`src/spicc_pkg.sv`:
```
// package: register map, control fields, reset values and shared types of the spi port
package spicc_pkg;

	// register byte addresses
	localparam logic [31:0] ADDR_STATUS  = 32'hFFFF0A00;
	localparam logic [31:0] ADDR_RX      = 32'hFFFF0A04;
	localparam logic [31:0] ADDR_TX      = 32'hFFFF0A08;
	localparam logic [31:0] ADDR_DIV     = 32'hFFFF0A0C;
	localparam logic [31:0] ADDR_CONTROL = 32'hFFFF0A10;
	localparam logic [31:0] ADDR_IRQ_EN  = 32'hFFFF0A14;
	localparam logic [31:0] ADDR_IRQ_CLR = 32'hFFFF0A18;

	// control field positions
	localparam int CTL_EN      = 0;
	localparam int CTL_MASTER  = 1;
	localparam int CTL_CPHA    = 2;
	localparam int CTL_CPOL    = 3;
	localparam int CTL_LSB     = 5;
	localparam int CTL_TXMODE  = 6;
	localparam int CTL_UNDREP  = 7;
	localparam int CTL_OVWR    = 8;
	localparam int CTL_SSOE    = 9;

	// status field positions
	localparam int ST_TXBUSY = 0;
	localparam int ST_TXIRQ  = 1;
	localparam int ST_TXUND  = 2;
	localparam int ST_RXFULL = 3;
	localparam int ST_RXIRQ  = 4;
	localparam int ST_RXOVF  = 5;

	// values after reset, and bits per transfer
	localparam logic [15:0] CONTROL_RST = 16'h0000;
	localparam logic [7:0]  STATUS_RST  = 8'h00;
	localparam logic [7:0]  DIV_RST     = 8'h1B;
	localparam logic [7:0]  RX_RST      = 8'h00;
	localparam logic [3:0]  BITS_PER_XFER = 4'h8;

	// event bits for the interrupt status
	localparam int EV_DONE = 0;
	localparam int EV_UND  = 1;
	localparam int EV_OVF  = 2;
	localparam int EV_W    = 3;

	// configuration carried to the shift engine
	typedef struct packed {
		logic enable;
		logic master;
		logic cpha;
		logic cpol;
		logic lsb_first;
	} spicc_cfg_t;

	// spi pin group seen at the block boundary
	typedef struct packed {
		logic sclk;
		logic mosi;
		logic miso;
		logic ss_n;
	} spicc_pins_t;

endpackage

```
`src/spicc_sync.sv`:
```
// two flip-flop synchroniser for the spi pin inputs
module spicc_sync #(
	parameter int WIDTH = 4
) (
	// clock and reset
	input  wire logic             clk,
	input  wire logic             sys_rst,
	// data
	input  wire logic [WIDTH-1:0] async_in,
	output logic      [WIDTH-1:0] sync_out
);

	logic [WIDTH-1:0] meta_q;
	logic [WIDTH-1:0] meta_d;
	logic [WIDTH-1:0] sync_q;
	logic [WIDTH-1:0] sync_d;

	// next stage values, first stage read only by the second
	always_comb
	begin
		meta_d = async_in;
		sync_d = meta_q;
	end

	// register both stages
	always_ff @(posedge clk)
	begin
		if (sys_rst)
		begin
			meta_q <= '0;
			sync_q <= '0;
		end
		else
		begin
			meta_q <= meta_d;
			sync_q <= sync_d;
		end
	end

	assign sync_out = sync_q;

endmodule

```
`src/spicc_clkdiv.sv`:
```
// bit rate divider giving one-cycle half-period enables
module spicc_clkdiv (
	// clock and reset
	input  wire logic       clk,
	input  wire logic       sys_rst,
	// control
	input  wire logic       run,
	input  wire logic [7:0] divisor,
	output logic            half_tick
);

	logic [7:0] cnt_q;
	logic [7:0] cnt_d;
	logic       tick_q;
	logic       tick_d;

	// count divisor+1 cycles per half period of the serial clock
	always_comb
	begin
		cnt_d  = cnt_q;
		tick_d = 1'b0;
		if (!run)
			cnt_d = 8'h00;
		else if (cnt_q >= divisor)
		begin
			cnt_d  = 8'h00;
			tick_d = 1'b1;
		end
		else
			cnt_d = cnt_q + 8'h01;
	end

	// register counter and pulse
	always_ff @(posedge clk)
	begin
		if (sys_rst)
		begin
			cnt_q  <= 8'h00;
			tick_q <= 1'b0;
		end
		else
		begin
			cnt_q  <= cnt_d;
			tick_q <= tick_d;
		end
	end

	assign half_tick = tick_q;

endmodule

```
`src/spicc_top.sv`:
```
// spi port: registers, configuration, master and slave shift engine, interrupt
module spicc_top (
	// clock and reset
	input  wire logic        clk,
	input  wire logic        sys_rst,
	// register port
	input  wire logic [31:0] reg_addr,
	input  wire logic [15:0] reg_wdata,
	input  wire logic        reg_wr,
	input  wire logic        reg_rd,
	output logic      [15:0] reg_rdata,
	// spi pins, enables low while driving
	input  wire logic        sclk_in,
	output logic             sclk_out,
	output logic             sclk_oe_n,
	input  wire logic        mosi_in,
	output logic             mosi_out,
	output logic             mosi_oe_n,
	input  wire logic        miso_in,
	output logic             miso_out,
	output logic             miso_oe_n,
	input  wire logic        ss_n_in,
	output logic             ss_n_out,
	output logic             ss_oe_n,
	// interrupt
	output logic             irq
);

	typedef enum logic [1:0] {
		ST_IDLE  = 2'b00,
		ST_SHIFT = 2'b01,
		ST_DONE  = 2'b10
	} spicc_state_t;

	spicc_pkg::spicc_cfg_t  cfg;
	spicc_pkg::spicc_pins_t pins_s;

	logic [15:0] ctl_q, ctl_d;
	logic [7:0]  div_q, div_d;
	logic [7:0]  tx_q, tx_d;
	logic [7:0]  last_q, last_d;
	logic [7:0]  rx_q, rx_d;
	logic [7:0]  st_q, st_d;
	logic [3:0]  ev_q, ev_d;
	logic [3:0]  ien_q, ien_d;
	logic [15:0] rdata_q, rdata_d;
	logic [7:0]  sh_q, sh_d;
	logic [7:0]  in_q, in_d;
	logic [3:0]  bit_q, bit_d;
	logic        ph_q, ph_d;
	logic        sclk_q, sclk_d;
	logic        sso_q, sso_d;
	logic        sclk_prev_q;
	logic        go_q, go_d;
	spicc_state_t state_q, state_d;

	logic       half_tick;
	logic       wr_tx, rd_rx, wr_ctl, wr_div, wr_ien, wr_clr;
	logic       byte_done;
	logic [7:0] byte_in;
	logic       lead_edge, trail_edge, sclk_rise, sclk_fall;

	// pick bit to send next for the configured order
	function automatic logic out_bit(input logic [7:0] v, input logic lsb);
		out_bit = lsb ? v[0] : v[7];
	endfunction

	// address decode shared by strobes and read mux
	function automatic logic hit(input logic [31:0] a, input logic [31:0] b);
		hit = (a == b);
	endfunction

	// pin synchronisers
	spicc_sync #(
		.WIDTH (4)
	) u_sync (
		.clk      (clk),
		.sys_rst  (sys_rst),
		.async_in ({sclk_in, mosi_in, miso_in, ss_n_in}),
		.sync_out (pins_s)
	);

	// master bit clock
	spicc_clkdiv u_div (
		.clk       (clk),
		.sys_rst   (sys_rst),
		.run       (state_q == ST_SHIFT && cfg.master),
		.divisor   (div_q),
		.half_tick (half_tick)
	);

	assign cfg.enable    = ctl_q[spicc_pkg::CTL_EN];
	assign cfg.master    = ctl_q[spicc_pkg::CTL_MASTER];
	assign cfg.cpha      = ctl_q[spicc_pkg::CTL_CPHA];
	assign cfg.cpol      = ctl_q[spicc_pkg::CTL_CPOL];
	assign cfg.lsb_first = ctl_q[spicc_pkg::CTL_LSB];

	// register strobes
	assign wr_tx  = reg_wr && hit(reg_addr, spicc_pkg::ADDR_TX);
	assign wr_ctl = reg_wr && hit(reg_addr, spicc_pkg::ADDR_CONTROL);
	assign wr_div = reg_wr && hit(reg_addr, spicc_pkg::ADDR_DIV);
	assign wr_ien = reg_wr && hit(reg_addr, spicc_pkg::ADDR_IRQ_EN);
	assign wr_clr = reg_wr && hit(reg_addr, spicc_pkg::ADDR_IRQ_CLR);
	assign rd_rx  = reg_rd && hit(reg_addr, spicc_pkg::ADDR_RX);

	// slave-side edge detect on the synchronised clock, cpol folds polarity
	assign sclk_rise  = pins_s.sclk && !sclk_prev_q;
	assign sclk_fall  = !pins_s.sclk && sclk_prev_q;
	// idle level picks which pin edge leads
	assign lead_edge  = cfg.cpol ? sclk_fall : sclk_rise;
	assign trail_edge = cfg.cpol ? sclk_rise : sclk_fall;

	// received byte in the configured order
	// bit order on receive
	assign byte_in = cfg.lsb_first ? {in_q[0], in_q[1], in_q[2], in_q[3], in_q[4], in_q[5], in_q[6], in_q[7]}
		: in_q;
	assign byte_done = (state_q == ST_DONE);

	// shift engine next state
	always_comb
	begin
		state_d = state_q;
		sh_d    = sh_q;
		in_d    = in_q;
		bit_d   = bit_q;
		ph_d    = ph_q;
		sclk_d  = sclk_q;
		sso_d   = 1'b1;
		unique case (state_q)
			ST_IDLE:
			begin
				sclk_d = cfg.cpol;
				bit_d  = 4'h0;
				ph_d   = 1'b0;
				if (cfg.enable && ((cfg.master && go_q) || (!cfg.master && !pins_s.ss_n)))
				begin
					state_d = ST_SHIFT;
					// underflow resends last byte or zero
					if (st_q[spicc_pkg::ST_TXBUSY])
						sh_d = tx_q;
					else
						sh_d = ctl_q[spicc_pkg::CTL_UNDREP] ? last_q : 8'h00;
					// reorder so bit 7 always leaves first
					if (cfg.lsb_first)
						sh_d = {sh_d[0], sh_d[1], sh_d[2], sh_d[3], sh_d[4], sh_d[5], sh_d[6], sh_d[7]};
				end
			end
			ST_SHIFT:
			begin
				if (cfg.master)
				begin
					sso_d = !cfg.enable; // select rises at once when disabled mid-byte
					if (half_tick)
					begin
						// phase decides toggle before or after the sample
						sclk_d = ~sclk_q;
						ph_d   = ~ph_q;
						if (!ph_q)
						begin
							if (cfg.cpha)
								sh_d = (bit_q == 4'h0) ? sh_q : {sh_q[6:0], 1'b0};
							else
								in_d = {in_q[6:0], pins_s.miso};
						end
						else
						begin
							if (cfg.cpha)
								in_d = {in_q[6:0], pins_s.miso};
							else
								sh_d = {sh_q[6:0], 1'b0};
							bit_d = bit_q + 4'h1;
							if (bit_q == spicc_pkg::BITS_PER_XFER - 4'h1)
							begin
								state_d = ST_DONE;
								sclk_d  = cfg.cpol;
							end
						end
					end
				end
				else
				begin
					// select rising ends the slave transfer
					if (pins_s.ss_n)
						state_d = ST_IDLE;
					else if (cfg.cpha ? trail_edge : lead_edge)
					begin
						in_d  = {in_q[6:0], pins_s.mosi};
						bit_d = bit_q + 4'h1;
						if (bit_q == spicc_pkg::BITS_PER_XFER - 4'h1)
							state_d = ST_DONE;
					end
					else if (cfg.cpha ? (lead_edge && bit_q != 4'h0) : trail_edge)
						sh_d = {sh_q[6:0], 1'b0};
				end
				if (!cfg.enable)
					state_d = ST_IDLE;
			end
			ST_DONE:
			begin
				sclk_d = cfg.cpol;
				// slave waits for select release before a new byte
				if (cfg.master || pins_s.ss_n)
					state_d = ST_IDLE;
				else
					state_d = ST_DONE;
			end
			default:
				state_d = ST_IDLE;
		endcase
	end

	// register file and status next values
	always_comb
	begin
		ctl_d = wr_ctl ? reg_wdata : ctl_q;
		div_d = wr_div ? reg_wdata[7:0] : div_q;
		ien_d = wr_ien ? reg_wdata[3:0] : ien_q;
		tx_d   = wr_tx ? reg_wdata[7:0] : tx_q;
		last_d = last_q;
		rx_d   = rx_q;
		st_d   = st_q;
		go_d   = go_q;
		ev_d   = ev_q;
		if (wr_clr)
			ev_d = ev_q & ~reg_wdata[3:0];
		// transmit write starts a master transfer
		if (wr_tx)
		begin
			st_d[spicc_pkg::ST_TXBUSY] = 1'b1;
			st_d[spicc_pkg::ST_TXUND]  = 1'b0;
			if (cfg.master && ctl_q[spicc_pkg::CTL_TXMODE])
				go_d = 1'b1;
		end
		// receive read starts a master transfer
		if (rd_rx)
		begin
			st_d[spicc_pkg::ST_RXFULL] = 1'b0;
			st_d[spicc_pkg::ST_RXOVF]  = 1'b0;
			if (cfg.master && !ctl_q[spicc_pkg::CTL_TXMODE])
				go_d = 1'b1;
		end
		if (state_q == ST_IDLE && state_d == ST_SHIFT)
		begin
			go_d = cfg.master && (wr_tx && ctl_q[spicc_pkg::CTL_TXMODE] || rd_rx && !ctl_q[spicc_pkg::CTL_TXMODE]);
			if (st_q[spicc_pkg::ST_TXBUSY])
			begin
				last_d = tx_q;
				st_d[spicc_pkg::ST_TXBUSY] = wr_tx; // a write in the launch cycle stays pending
			end
			else
			begin
				st_d[spicc_pkg::ST_TXUND] = 1'b1;
				ev_d[spicc_pkg::EV_UND]   = 1'b1;
			end
		end
		if (byte_done && state_d == ST_IDLE) // slave byte lands once, when select rises
		begin
			ev_d[spicc_pkg::EV_DONE] = 1'b1;
			// overflow overwrites or drops the new byte
			if (st_q[spicc_pkg::ST_RXFULL] && !rd_rx)
			begin
				st_d[spicc_pkg::ST_RXOVF] = 1'b1;
				ev_d[spicc_pkg::EV_OVF]   = 1'b1;
				if (ctl_q[spicc_pkg::CTL_OVWR])
					rx_d = byte_in;
			end
			else
			begin
				rx_d = byte_in;
				st_d[spicc_pkg::ST_RXFULL] = 1'b1;
			end
		end
		if (!cfg.enable)
			go_d = 1'b0;
		// tx irq when transmit register empty
		st_d[spicc_pkg::ST_TXIRQ] = cfg.enable && (!st_d[spicc_pkg::ST_TXBUSY] || st_d[spicc_pkg::ST_TXUND]);
		// rx irq when receive register full
		st_d[spicc_pkg::ST_RXIRQ] = st_d[spicc_pkg::ST_RXFULL] || st_d[spicc_pkg::ST_RXOVF];
		st_d[7:6] = 2'b00;
		ev_d[spicc_pkg::EV_W] = ctl_q[spicc_pkg::CTL_TXMODE] ? st_d[spicc_pkg::ST_TXIRQ]
			: st_d[spicc_pkg::ST_RXIRQ];
	end

	// read mux, data valid the cycle after the strobe
	always_comb
	begin
		rdata_d = 16'h0000;
		if (reg_rd)
		begin
			if (hit(reg_addr, spicc_pkg::ADDR_STATUS))
				rdata_d = {8'h00, st_q};
			else if (hit(reg_addr, spicc_pkg::ADDR_RX))
				rdata_d = {8'h00, rx_q};
			else if (hit(reg_addr, spicc_pkg::ADDR_DIV))
				rdata_d = {8'h00, div_q};
			else if (hit(reg_addr, spicc_pkg::ADDR_CONTROL))
				rdata_d = ctl_q;
			else if (hit(reg_addr, spicc_pkg::ADDR_IRQ_EN))
				rdata_d = {12'h000, ien_q};
		end
	end

	// register all state
	always_ff @(posedge clk)
	begin
		if (sys_rst)
		begin
			ctl_q       <= spicc_pkg::CONTROL_RST;
			div_q       <= spicc_pkg::DIV_RST;
			tx_q        <= 8'h00;
			last_q      <= 8'h00;
			rx_q        <= spicc_pkg::RX_RST;
			st_q        <= spicc_pkg::STATUS_RST;
			ev_q        <= 4'h0;
			ien_q       <= 4'h0;
			rdata_q     <= 16'h0000;
			sh_q        <= 8'h00;
			in_q        <= 8'h00;
			bit_q       <= 4'h0;
			ph_q        <= 1'b0;
			sclk_q      <= 1'b0;
			sso_q       <= 1'b1;
			sclk_prev_q <= 1'b0;
			go_q        <= 1'b0;
			state_q     <= ST_IDLE;
		end
		else
		begin
			ctl_q       <= ctl_d;
			div_q       <= div_d;
			tx_q        <= tx_d;
			last_q      <= last_d;
			rx_q        <= rx_d;
			st_q        <= st_d;
			ev_q        <= ev_d;
			ien_q       <= ien_d;
			rdata_q     <= rdata_d;
			sh_q        <= sh_d;
			in_q        <= in_d;
			bit_q       <= bit_d;
			ph_q        <= ph_d;
			sclk_q      <= sclk_d;
			sso_q       <= sso_d;
			sclk_prev_q <= pins_s.sclk;
			go_q        <= go_d;
			state_q     <= state_d;
		end
	end

	// pin drive: master drives clock, mosi when enabled, and select when ssoe is set; slave drives miso when enabled and selected
	assign reg_rdata = rdata_q;
	// disabled master still drives clock at idle level
	assign sclk_out  = cfg.enable ? sclk_q : cfg.cpol;
	assign sclk_oe_n = !cfg.master;
	assign mosi_out  = sh_q[7];
	assign mosi_oe_n = !(cfg.master && cfg.enable);
	assign miso_out  = out_bit(sh_q, 1'b0);
	assign miso_oe_n = !(!cfg.master && cfg.enable && !pins_s.ss_n);
	assign ss_n_out  = sso_q;
	assign ss_oe_n   = !(cfg.master && ctl_q[spicc_pkg::CTL_SSOE]);
	assign irq       = |(ev_q & ien_q);

endmodule

```
`config.mk`:
```
export PLATFORM = sky130hd
export DESIGN_NAME = spicc_top
export DESIGN_NICKNAME = d
export VERILOG_FILES = /design/src/spicc_pkg.sv /design/src/spicc_sync.sv /design/src/spicc_clkdiv.sv /design/src/spicc_top.sv
export SDC_FILE = /design/constraint.sdc
export NUM_CORES = 1
export LEC_CHECK = 0
export CORE_AREA = 3 3 116 118
export CTS_CLUSTER_SIZE = 25
export DETAILED_ROUTE_END_ITERATION = 10
export DIE_AREA = 0 0 119 121
export DONT_BUFFER_PORTS = 1
export GPL_TIMING_DRIVEN = 0
export MAX_ROUTING_LAYER = met4
export SLEW_MARGIN = 20
export SYNTH_ARGS = -nofsm -noshare
export SYNTH_HDL_FRONTEND = slang
export SYNTH_HIERARCHICAL = 1
export SYNTH_SLANG_ARGS = --single-unit
```
`constraint.sdc`:
```
create_clock -name clk -period 2.9 [get_ports clk]
set_input_delay 0.145 -clock clk [delete_from_list [all_inputs] [get_ports clk]]
set_output_delay 0.145 -clock clk [all_outputs]
set_load 0.005 [all_outputs]
```
==> run_results.csv <==
group,metric,value,unit
logic_synthesis,synth_top_area_share,41.7,%
final_layout,final_cells,881,
floorplan,rows,41,
hold_path,hold_end,"ev_q[2]$_SDFF_PP0_",
setup_path,crit_type,"reg2reg",
sta,period_share,89.3,%
setup_path,crit_start,"bit_q[0]$_SDFFE_PP0P_",
drt,ant_nets,0,
global_routing,grt_overflow_total,0,
clock_tree,insertion_delay,0.43,ns
hold_path,holdPathStages,3,
global_routing,grt_pass1_wl,26.0,mm
hold_path,min-delay-start,"reg_wdata[2]",
drt,wl_per_cell,18.3,um
hold_path,hp-class,"in2reg",
logic_synthesis,syn_inst,654,
floorplan,start_util,46.6,%
logic_synthesis,synth-simple-area-share,25.2,%
power,cellLeakagePower,2.76,nW
final_layout,nNetsFinal,764,
logic_synthesis,yosys-top-cells-area,"dfxtp_1 42%, mux2i_1 9.1%, nand2_1 4.2%",
placed_design,portBuffers,0,
drt,viasPerCell,5.82,
setup_path,cp_cell_sequence,"inv_1 -> ha_1 -> nor3b_1 -> nor2b_1 -> a2111oi_2 -> clkbuf_1 -> o21bai_1 -> o311a_1",
floorplan,die_area,14400,sq um
sta,finalSetupViolCount,0,
logic_synthesis,yosys_warnings,6,
sta,rsz0062_at_grt,"false",
run_status,status,"completed",
sta,maxSlewViolCount,0,
sta,fmax,0.386,GHz
clock_tree,cts_buffers,17,
floorplan,core,12600,sq um
clock_tree,cts_tree,"built",
logic_synthesis,syn-num-nets,721,
run,maxCapViolCount,0,
final_layout,mostFrequentLayoutCell,"dfxtp_1",
placed_design,gp_congestion,0.891,
clock_tree,htreeDepth,4,
drt,drtIter0Drc,415,
setup_path,rrSetupSlack,0.31,ns
sta,worst_pin_slew,0.968,ns
logic_synthesis,synth-seq-cells,122,
sta,finalSetupTns,0,ns
final_layout,finalInstanceArea,6920,sq um
sta,setup_ws,0.311,ns
drt,wirelength,16.1,mm
placed_design,dp_slack,0.277,ns
global_routing,antenna_found_initial,0,
placed_design,dpl.cell_count,826,
sta,slew_headroom,34.9,%
logic_synthesis,synth_compound_area_share,16.1,%
final_layout,nFillCells,1176,
setup_path,worst_setup_path_end_kind,"register",
setup_path,worstReg2RegEnd,"sh_q[4]$_SDFFE_PP0P_",
clock_tree,clk_pin_slew,0.05,ns
setup_path,slowest_delay,0.78,ns
sta,hold_viol,0,
final_layout,syn2layout_area_growth,18.1,%
placed_design,place_area,6070,sq um
logic_synthesis,async_flop_share,0,%
logic_synthesis,yosys.area.top_type,"dfxtp_1",
final_layout,final_cell_mix,"122 x dfxtp_1, 66 x nand2_1, 61 x nor2_1",
setup_path,cp-start-kind,"register",
global_routing,grt_use_total,23.6,%
floorplan,io_pins,81,
logic_synthesis,synth-seq-area-share,41.7,%
logic_synthesis,synthMuxAreaShare,9.45,%
logic_synthesis,synth-xor-area-share,1.05,%
logic_synthesis,synth_top_family_by_area,"simple AND/OR/NAND/NOR gates",
floorplan,die_h,121,um
setup_path,crit_slowest_cell,"a2111oi_2",
sta,period_needed,2.59,ns
clock_tree,clk_path_buf_depth,2,
setup_path,required,3.19,ns
floorplan,die_w,119,um
logic_synthesis,synth_cell_type_count,71,
drt,vias,5126,
final_layout,drive_above_1_share,8.89,%
logic_synthesis,avgSynthCellArea,8.95,sq um
setup_path,worstPathArrival,2.88,ns
setup_path,crit_fanout,10,
power,powerDensity,569,nW/um^2
global_routing,grt_pass1_vias,5144,
global_routing,grt_start_max_net_pins,17,
clock_tree,cts_sinks,122,
drt,drc_errors,0,
final_layout,diodes,0,
drt,drt_first_pass_iters,5,
logic_synthesis,synthFlopType,"dfxtp_1",
placed_design,dp_hpwl,11.7,mm
sta,fin_skew,0.0193,ns
setup_path,r2r_cells,8,
clock_tree,clock-root-buffer,"clkbuf_16",
clock_tree,post_cts_resized,0,
logic_synthesis,synth_edf_count,0,
logic_synthesis,synth_fa_ha_area_share,2.35,%
logic_synthesis,post_synth_instance_area,5850,sq um
setup_path,worstReg2RegStart,"bit_q[0]$_SDFFE_PP0P_",
power,peakVddDrop,0.398,mV
==> logic make-up (layout without fill, tap and decap cells) <==
| family | count (synthesis) | count (layout) |
|---|---|---|
| buffers and inverters | 61 | 116 |
| muxes | 55 | 55 |
| and+or+nand+nor | 267 | 267 |
| AOI/OAI and AO/OA | 131 | 131 |
| xor gates and xnor gates | 7 | 7 |
| adders and majority gates | 11 | 11 |
| DFF | 122 | 122 |
==> synthesized netlist by cell type, types with 3 or more instances <==
cell and instances:
a211o_1 3, a21o_1 3, a21oi_1 33, a221oi_1 4, a22o_1 4, a22oi_1 3
a32o_1 3, and2_1 12, and3_1 3, and4_1 3, buf_2 4, clkbuf_1 33
dfxtp_1 122, ha_1 11, inv_1 19, mux2i_1 53, nand2_1 66, nand2b_1 8
nand3_1 25, nand3b_1 9, nand4_1 14, nand4b_1 6, nor2_1 61, nor2b_1 19
nor3_1 7, nor3_2 7, o211ai_1 10, o21ai_0 22, o21bai_1 6, o2bb2ai_1 4
o311a_1 14, o31ai_1 4, or4_1 6, xnor2_1 4, xor2_1 3
==> worst max-delay path by stage <==
stage,to,depth (start not counted)
floorplan,sh_q[1]$_SDFFE_PP0P_,8
global route,sh_q[6]$_SDFFE_PP0P_,8
finish,sh_q[4]$_SDFFE_PP0P_,8
CTS,u_div/half_tick$_SDFF_PP0_,7
detailed placement,u_div/half_tick$_SDFF_PP0_,7
global placement,sh_q[2]$_SDFFE_PP0P_,8
==> layout make-up <==
class,instances,area (sq um),area share (%)
inverter,20,75.1,1.09
timing repair buffer,25,250,3.62
clock inverter,8,118,1.70
clock buffer,23,478,6.91
sequential,122,2440,35.3
multi-input combinational,471,3170,45.9
buffer,40,163,2.35
tap,172,215,3.11
==> per-stage QoR <==
step	hold WS [ns]	total power, mW	utilization (%)
3_3_place_gp	0.218	1.80	48.3
4_1_cts	0.0108	3.97	55.1
3_5_place_dp	0.220	1.80	48.3
6_report	0.0207	3.93	55.0
2_1_floorplan	0.217	1.78	-
5_1_grt	0.0435	4.06	55.0
==> registers in the layout, summed over array words and instances (netlist names), 4 cells and up <==
| signal | flops |
|---|---|
| rx_q | 8 |
| bit_q | 4 |
| ctl_q | 16 |
| last_q | 8 |
| u_sync/meta_q | 4 |
| reg_rdata | 16 |
| ev_q | 4 |
| sh_q | 8 |
| u_div/cnt_q | 8 |
| div_q | 8 |
| u_sync/sync_out | 4 |
| in_q | 8 |
| tx_q | 8 |
| ien_q | 4 |
| st_q | 6 |
==> power by group <==
group          switching (mW)  internal [mW]  leakage (nW)
clock                   0.724           1.41         0.293
sequential            0.00206           1.68         0.984
combinational          0.0700         0.0473          1.48
==> repair_timing <==
item / 4_1_cts / 5_1_grt
buffers inserted: 0 / 0
endpoints found under the setup margin: 0 / 1
hold endpoints to repair: 47 / 0
hold buffers: 25 / 0
==> worst max-delay path: cells and delay by family (launching register included) <==
kind,cells,cell delay (ns)
AO/OA/AOI/OAI,3,1.02
adder cells (fa/ha/maj),1,0.15
buffers and inverters,2,0.52
flip-flops,1,0.32
AND/OR/NAND/NOR,2,0.45
==> routing by layer <==
metal  up-vias  track usage, %  part of all wire, %
li1       2454               -                    -
met1      2469            28.8                   44
met4         0            8.91                  1.9
met2       176            37.5                   48
met5         -               -                    0
met3        27            6.11                  5.7
Note: power is estimated with default switching activity, not from simulation.
